[src/uts_pkg.sv]
/*
 * Shared types and constants for the USB transceiver serial interface.
 * Assumes a single 40 MHz clock domain and an asynchronous active-low reset.
 */
`default_nettype none

package uts_pkg;

    // Transceiver interface wiring modes
    typedef enum logic [1:0] {
        UTS_MODE_SE0_BIDIR,
        UTS_MODE_SE0_UNI,
        UTS_MODE_PM_BIDIR,
        UTS_MODE_PM_UNI
    } uts_mode_t;

    // Line state requested by the protocol engine
    typedef struct packed {
        logic active;
        logic dp;
        logic dm;
    } uts_tx_t;

    // Received line state handed to the protocol engine
    typedef struct packed {
        logic valid;
        logic dp;
        logic dm;
        logic rcv;
        logic se0;
    } uts_rx_t;

    localparam uts_mode_t MODE_RST      = UTS_MODE_SE0_BIDIR;
    localparam logic      TXEN_N_RST    = 1'h1;
    localparam logic      PLUS_IDLE     = 1'h1;
    localparam logic      MINUS_IDLE    = 1'h0;
    localparam uts_rx_t   RX_RST        = '0;

    function automatic logic uts_is_se0(input logic dp, input logic dm);
        return ~dp & ~dm;
    endfunction

    function automatic logic uts_is_uni(input uts_mode_t m);
        return (m == UTS_MODE_SE0_UNI) || (m == UTS_MODE_PM_UNI);
    endfunction

endpackage

`default_nettype wire

[src/uts_serial_if.sv]
/*
 * Pin-level serial link between the USB protocol engine and an external
 * full/low-speed transceiver, in any of four wiring modes.
 * Assumes all pin inputs are synchronous to mclk_i and that the pad ring
 * resolves each shared pin from its output enable.
 */
`default_nettype none

// Functional notes
// Transmit enable is active low; low only while sending, high while receiving.
// Single-ended-zero unidirectional: data pin carries data, zero pin carries SE0; outputs only.
// Transceiver gives buffered D+ and D- on dedicated inputs while enable is high.
// Transceiver gives differential receive data on its input; used as serial data.
// Plus/minus bidirectional: drive both pins while sending, release and sample otherwise.
// Plus/minus unidirectional: drive output pins while sending, read separate inputs otherwise.
// Interface works in exactly one of four wiring modes.
// Mode comes from a static input and changes only while not transmitting.
module uts_serial_if (
    // Clock and reset
    input  wire logic              mclk_i,
    input  wire logic              nrst_i,
    // Configuration
    input  wire uts_pkg::uts_mode_t mode_i,
    // Protocol engine side
    input  wire uts_pkg::uts_tx_t  tx_i,
    output logic                   tx_busy_o,
    output uts_pkg::uts_rx_t       rx_o,
    output uts_pkg::uts_mode_t     mode_o,
    // Transceiver pins
    output logic                   tx_enable_n_o,
    input  wire logic              line_data_plus_pin_i,
    output logic                   line_data_plus_pin_o,
    output logic                   line_data_plus_pin_oe_o,
    input  wire logic              zero_minus_pin_i,
    output logic                   zero_minus_pin_o,
    output logic                   zero_minus_pin_oe_o,
    input  wire logic              rx_plus_input_i,
    input  wire logic              rx_minus_input_i,
    input  wire logic              diff_receive_input_i
);
    import uts_pkg::*;

    uts_mode_t mode_q,    mode_d;
    logic      txen_n_q,  txen_n_d;
    logic      plus_q,    plus_d;
    logic      minus_q,   minus_d;
    uts_rx_t   rx_q,      rx_d;

    // Mode and transmit control
    always_comb begin
        mode_d   = mode_q;
        txen_n_d = ~tx_i.active;
        if (!tx_i.active && txen_n_q) begin
            mode_d = mode_i;
        end
    end

    always_ff @(posedge mclk_i or negedge nrst_i) begin
        if (!nrst_i) begin
            mode_q   <= MODE_RST;
            txen_n_q <= TXEN_N_RST;
        end else begin
            mode_q   <= mode_d;
            txen_n_q <= txen_n_d;
        end
    end

    // Transmit line encoding
    always_comb begin
        plus_d  = PLUS_IDLE;
        minus_d = MINUS_IDLE;
        if (tx_i.active) begin
            unique case (mode_q)
                UTS_MODE_SE0_BIDIR,
                UTS_MODE_SE0_UNI: begin
                    plus_d  = tx_i.dp;
                    minus_d = uts_is_se0(tx_i.dp, tx_i.dm);
                end
                UTS_MODE_PM_BIDIR,
                UTS_MODE_PM_UNI: begin
                    plus_d  = tx_i.dp;
                    minus_d = tx_i.dm;
                end
            endcase
        end
    end

    always_ff @(posedge mclk_i or negedge nrst_i) begin
        if (!nrst_i) begin
            plus_q  <= PLUS_IDLE;
            minus_q <= MINUS_IDLE;
        end else begin
            plus_q  <= plus_d;
            minus_q <= minus_d;
        end
    end

    // Receive decoding, only while the link is turned round to receive
    always_comb begin
        rx_d       = rx_q;
        rx_d.valid = txen_n_q;
        if (txen_n_q) begin
            unique case (mode_q)
                UTS_MODE_SE0_BIDIR: begin
                    rx_d.rcv = line_data_plus_pin_i;
                    rx_d.se0 = zero_minus_pin_i;
                    rx_d.dp  = ~zero_minus_pin_i & line_data_plus_pin_i;
                    rx_d.dm  = ~zero_minus_pin_i & ~line_data_plus_pin_i;
                end
                UTS_MODE_PM_BIDIR: begin
                    rx_d.dp  = line_data_plus_pin_i;
                    rx_d.dm  = zero_minus_pin_i;
                    rx_d.rcv = diff_receive_input_i;
                    rx_d.se0 = uts_is_se0(line_data_plus_pin_i, zero_minus_pin_i);
                end
                UTS_MODE_SE0_UNI,
                UTS_MODE_PM_UNI: begin
                    rx_d.dp  = rx_plus_input_i;
                    rx_d.dm  = rx_minus_input_i;
                    rx_d.rcv = diff_receive_input_i;
                    rx_d.se0 = uts_is_se0(rx_plus_input_i, rx_minus_input_i);
                end
            endcase
        end
    end

    always_ff @(posedge mclk_i or negedge nrst_i) begin
        if (!nrst_i) begin
            rx_q <= RX_RST;
        end else begin
            rx_q <= rx_d;
        end
    end

    // Shared pins release only in bidirectional modes while receiving
    assign line_data_plus_pin_oe_o = uts_is_uni(mode_q) | ~txen_n_q;
    assign zero_minus_pin_oe_o     = uts_is_uni(mode_q) | ~txen_n_q;
    assign line_data_plus_pin_o    = plus_q;
    assign zero_minus_pin_o        = minus_q;
    assign tx_enable_n_o           = txen_n_q;
    assign tx_busy_o               = ~txen_n_q;
    assign rx_o                    = rx_q;
    assign mode_o                  = mode_q;

    function automatic logic uts_is_se0_mode(input uts_mode_t m);
        return (m == UTS_MODE_SE0_BIDIR) || (m == UTS_MODE_SE0_UNI);
    endfunction
endmodule // uts_serial_if

`default_nettype wire

[config.mk]
export PLATFORM = sky130hd
export DESIGN_NAME = uts_serial_if
export DESIGN_NICKNAME = d
export VERILOG_FILES = /design/src/uts_pkg.sv /design/src/uts_serial_if.sv
export SDC_FILE = /design/constraint.sdc
export NUM_CORES = 1
export LEC_CHECK = 0
export BUFFER_PORTS_ARGS = -buffer_cell sky130_fd_sc_hd__buf_2
export CORE_AREA = 8 8 45 47
export DETAILED_ROUTE_END_ITERATION = 12
export DIE_AREA = 0 0 53 55
export HOLD_SLACK_MARGIN = 0.15
export PLACE_DENSITY_LB_ADDON = 0.12
export SLEW_MARGIN = 20
export SYNTH_ARGS = -nofsm -noshare
export SYNTH_HDL_FRONTEND = slang
export SYNTH_SLANG_ARGS = --single-unit
[constraint.sdc]
create_clock -name mclk_i -period 1.65 [get_ports mclk_i]
set_clock_uncertainty 0.05 [all_clocks]
set_input_delay 0.165 -clock mclk_i [delete_from_list [all_inputs] [get_ports mclk_i]]
set_output_delay 0.165 -clock mclk_i [all_outputs]
set_load 0.02 [all_outputs]
==> impl_metrics.tcl, run 1 <==
set metrics [dict create \
    status "finished clean" \
    grt_use_met2_pct 13.7 \
    grt_pass1_vias 410 \
    clkSlewWorstSetupHoldPaths_ps 60 \
    root_buffer "clkbuf_4" \
    synth_seq_cells 10 \
    layout_min_cycle_time_ps 1400 \
    clkLatencyLatePin_ps 260 \
    startpoint_type "register" \
    worst_slew_pin_slew_ps 280 \
    grt_use_met3_pct 4.55 \
    setup_ws_ps 252 \
    dieArea_um2 2920 \
    overflow 0 \
    multi_input_area_um2 159 \
    fmax_ghz 0.715 \
    io_buffers 24 \
    grt_first_pass_wirelength_mm 1.74 \
    drt_iter0_drc 4 \
    cts_tree "built" \
    ys_seq_area_share_pct 58.2 \
    power.density_nw_per_um2 961 \
    fin_area_um2 652 \
    setup_viol 0 \
    antenna_cells 0 \
    switching_power_mw 0.196 \
    postSynthAreaPerCell_um2 10.6 \
    ys_top_cells_by_area "dfrtp_1, dfstp_2, nor2_1, a21oi_1, mux2_1" \
    layout-drive-gt1-share_pct 41.1 \
    synth_area_leader_cell "dfrtp_1" \
    synth_top_area_share_pct 46.1 \
    internal_power_mw 0.431 \
    cts_resized 0 \
    dpl.cell_count 79 \
    antenna_found_initial 0 \
    ff_latch_area_um2 253 \
    p_sw_share_pct 31.2 \
    power_mw 0.627 \
    clkPwrFrac_pct 25.4 \
    hold_violations 0 \
    htreeDepth 1 \
    min_period_over_period_pct 84.7 \
    core_area_um2 1380 \
    rows 14 \
    routedWlPerCell_um 12.8 \
    cts.sinks 10 \
    n_fill_cell 140 \
    gp_congestion 0.758 \
    use_met1_pct 7.76 \
    fin_util_pct 47.1 \
    vias 417 \
    dp_hpwl_um 893 \
    area_growth_pct 50.1 \
    rsz0062_at_grt "no" \
    maxSlewViolCount 0 \
    arrival_ps 1180 \
    finalNonFillerCells 89 \
    synth_area_um2 434 \
    hold_ws_ps 171 \
    power_frac_comb_pct 26.5 \
    leakagePower_nw 0.316 \
    cts_buffers 3 \
    clock_path_buffers 2 \
    initial_core_util_pct 31.4 \
    syn_nets 53 \
    syn_inst 41 \
    die_w_um 53 \
    slew_headroom_pct 81.4 \
    detail_route.drc_violations 0 \
    setup_tns_ps 0 \
    drt-total-wl_mm 1.14 \
    fin_nets 87 \
    die_h_um 55 \
    synth_warnings 0 \
    ir_worst_vdd_mv 0.345 \
    grt_busiest_layer "met2" \
    power_frac_seq_pct 48.1 \
    drv_cap 0 \
    worstPathMaxFanout 11 \
    grtUsageTotal_pct 8.20 \
    cp_data_required_time_ps 1430 \
    endpoint_kind "primary output" \
    vias_per_cell 4.69 \
    hold_path_class "primary input to register" \
    placed_area_um2 559 \
    detail-route-antenna-nets 0 \
    place_ws_ps 314 \
    firstDrtPassIters 2 \
    path_class "register to primary output" \
    io_pins 25 \
    synth_cell_types 18 \
    grt_max_degree 12 \
    cts_setup_buffers 0 \
]
-- critical path: stages (launching register included) --
cell and delay (ps):
dfstp_2 630, nand2b_1 120, buf_2 180
-- state kept, by name, summed over array words and instances (netlist names) --
name and cells:
rx_o 5, tx_enable_n_o 1, line_data_plus_pin_o 1, zero_minus_pin_o 1
mode_o 2
-- cells by family after synthesis --
kind of cell	Yosys count	share of synthesized area, %
AOI/OAI and AO/OA	8	10.4
buffers and inverters	4	5.18
DFF	10	58.2
muxes	3	7.49
and+or+nand+nor	16	18.7
-- timing repair --
action | 4_1_cts | 5_1_grt
hold buffers | 7 | 0
hold endpoints to repair | 16 | 0
endpoints found under the setup margin | 0 | 0
-- power groups by stage --
stage               Combinational (mW)  Sequential, mW  Clock (mW)
CTS                              0.169           0.302       0.169
floorplan                       0.0609           0.337           0
finish                           0.166           0.301       0.159
global placement                 0.155           0.307           0
global route                     0.180           0.307       0.187
detailed placement               0.156           0.307           0
-- worst paths after layout --
| check | start | end | slack, ps | cells after the start |
|---|---|---|---|---|
| max | tx_enable_n_o | zero_minus_pin_oe_o | 250 | 2 |
| min | tx_i[1] | zero_minus_pin_o | 170 | 4 |
| max reg2reg | tx_enable_n_o | mode_o[1] | 310 | 3 |
| min reg2reg | tx_enable_n_o | rx_o[4] | 430 | 0 |
| max in group asynchronous | nrst_i | line_data_plus_pin_o | 1050 | 2 |
| min in group asynchronous | nrst_i | rx_o[3] | 240 | 2 |
-- cells in the mapped netlist --
library cell	count
a221oi_1	1
nand2_1	1
inv_2	1
a21oi_1	5
nor2_1	7
buf_4	2
mux2i_1	1
nand2b_1	3
nor3_1	2
dfrtp_1	8
nand3b_1	1
mux2_1	2
o21ai_0	1
dfstp_2	2
inv_1	1
nor4b_1	1
a31oi_1	1
and3_1	1
-- cells in the final DEF (no fill, tap or decap) --
cell / instances
inv_2: 1
a31oi_1: 1
nor2_1: 7
nor4b_1: 1
a21oi_1: 5
clkbuf_4: 3
dfrtp_1: 8
o21ai_0: 1
a221oi_1: 1
nand2b_1: 3
inv_1: 1
buf_2: 24
nand3b_1: 1
nand2_1: 1
and3_1: 1
dlygate4sd3_1: 7
mux2i_1: 1
dfstp_2: 2
mux2_1: 2
nor3_1: 2
-- routing by layer --
metal	vias to the layer above	share of wire, %
met5	-	0
met4	0	0
met3	0	11
met2	18	52
met1	195	36
li1	204	-
-- area by class of cell --
class | count | share of cell area, %
inverter | 2 | 1.15
clock buffer | 3 | 3.45
sequential | 10 | 38.8
multi-input combinational | 27 | 24.4
timing repair buffer | 31 | 29.2
tap | 16 | 3.07
(Power assumes the default switching activity.)
==> run 2, diff against run 1 <==
- clock period: 1.65 -> 1.45 ns (I/O delays scaled with it)
==> run 2 against run 1 <==
  * Via count decreased by 2.2%
  * Power increased by 26%
  * Sequential share of layout area decreased by 2.6 points
  * Sequential cell count unchanged
  * Register-to-register slack got worse by 40 ps
  * Clock power increased by 59%
  * Worst hold slack improved by 30 ps
  * Final area increased by 7.3%
  * Die area unchanged
  * Clock-buffer cell count increased by 1
  * Largest power group unchanged
==> impl_metrics.tcl, run 2 (synthesized netlist as in run 1, its figures left out) <==
set metrics [dict create \
    core_area_um2 1380 \
    antenna_cells 0 \
    final_cell_mix "buf_2, dlygate4sd3_1, dfrtp_1" \
    cp_data_required_time_ps 1250 \
    clkSlewWorstSetupHoldPaths_ps 70 \
    arrival_ps 1190 \
    drt-total-wl_mm 1.15 \
    timing.rr.start "tx_enable_n_o" \
    status "finished clean" \
    hold_depth 4 \
    vias_per_cell 4.39 \
    rsz0062_at_grt "no" \
    gp_congestion 0.643 \
    critPathSlowestCell "dfstp_2" \
    routedWlPerCell_um 12.3 \
    endpoint_kind "primary output" \
    io_buffers 24 \
    startpoint_type "register" \
    layout_commonest_cell "buf_2" \
    worst_slew_pin_slew_ps 249 \
    ir_worst_vdd_mv 0.642 \
    slowest_delay_ps 550 \
    largest_reg_flops 5 \
    root_buffer "clkbuf_4" \
    overflow 0 \
    initial_core_util_pct 31.4 \
    n_fill_cell 146 \
    die_h_um 55 \
    slew_headroom_pct 83.1 \
    fin_nets 90 \
    htreeDepth 1 \
    antenna_found_initial 0 \
    drv_cap 0 \
    firstDrtPassIters 4 \
    hold_violations 0 \
    min_to "rx_o[3]" \
    drt_iter0_drc 3 \
    clock_path_buffers 2 \
    detail-route-antenna-nets 0 \
    fmax_ghz 0.723 \
    cts_tree "built" \
    hold_path_class "primary input to register" \
    grt_pass1_vias 439 \
    clkLatencyLatePin_ps 260 \
    grtUsageTotal_pct 8.55 \
    setup_tns_ps 0 \
    maxSlewViolCount 0 \
    min_from "zero_minus_pin_i" \
    cp_num_cells 3 \
    area_growth_pct 61.1 \
    layout-drive-gt1-share_pct 42.9 \
    io_pins 25 \
    die_w_um 53 \
    grt_first_pass_wirelength_mm 1.86 \
    cts.sinks 10 \
    critical_path.top_delay_family "flip-flops" \
    cts_setup_buffers 0 \
    worstPathMaxFanout 10 \
    cp.buffers_inverters 2 \
    setup_viol 0 \
    vias 408 \
    dieArea_um2 2920 \
    cts_buffers 3 \
    detail_route.drc_violations 0 \
    reg2reg_depth 3 \
    rows 14 \
    r2r-end "mode_o[0]" \
    r2r_slack_ps 270 \
    hold_ws_ps 200 \
    min_period_over_period_pct 95.4 \
    cp_cell_sequence "buf_6 -> nand2b_1 -> buf_2" \
    path_class "register to primary output" \
    leakagePower_nw 0.339 \
    grt_max_degree 11 \
    layout_min_cycle_time_ps 1380 \
    power.density_nw_per_um2 1130 \
]
==> run 2: metal layers <==
layer | GRT usage [%] | vias to the layer above | share of wire [%]
met5 | 0 | - | 0
met4 | 3.88 | 0 | 0
met3 | 3.48 | 0 | 8.3
met2 | 14.8 | 12 | 50
met1 | 8.89 | 182 | 42
li1 | - | 214 | -
==> run 2: timing repair <==
action | CTS | global route
hold buffers | 9 | 0
setup endpoints to repair | 0 | 2
hold endpoints to repair | 17 | 0
resized for setup | 0 | 1
==> run 2: stage by stage <==
stage                     std cells  worst slack, ps  total power [mW]  util (%)  area, um2
after floorplan                  41             32.0             0.453         -        437
after global placement           80              282             0.527      41.1        569
after detailed placement         80              277             0.527      41.1        569
after CTS                        93             26.6             0.804      50.3        696
after global routing             93             7.51             0.843      50.5        699
final                            93             67.4             0.790      50.5        699
==> run 2: worst max-delay path by stage <==
stage	startpoint	to	slack (ps)
global placement	tx_enable_n_o	mode_o[1]	280
floorplan	tx_enable_n_o	mode_o[0]	30
detailed placement	tx_enable_n_o	mode_o[1]	280
CTS	tx_enable_n_o	line_data_plus_pin_oe_o	30
finish	tx_enable_n_o	line_data_plus_pin_oe_o	70
global route	tx_enable_n_o	line_data_plus_pin_oe_o	8
==> run 2: final cells by class <==
type	instances	area, um2	area share (%)
multi-input cells	27	161	23.1
well taps	16	20.0	2.86
inverters	2	7.51	1.07
repair buffers	34	221	31.7
flip-flops and latches	10	253	36.1
clock buffers	4	36.3	5.19
==> run 2: power by group <==
group          total (mW)  switching, mW  internal (mW)  leakage, nW
sequential          0.340         0.0269          0.313        0.116
clock               0.253          0.101          0.152       0.0210
combinational       0.197          0.109         0.0880        0.202
total               0.790          0.237          0.553        0.339
==> run 2: tightest hold or removal path: stages <==
cell and delay (ps):
buf_2 120, nand2b_1 60, nand3b_1 70, a31oi_1 80
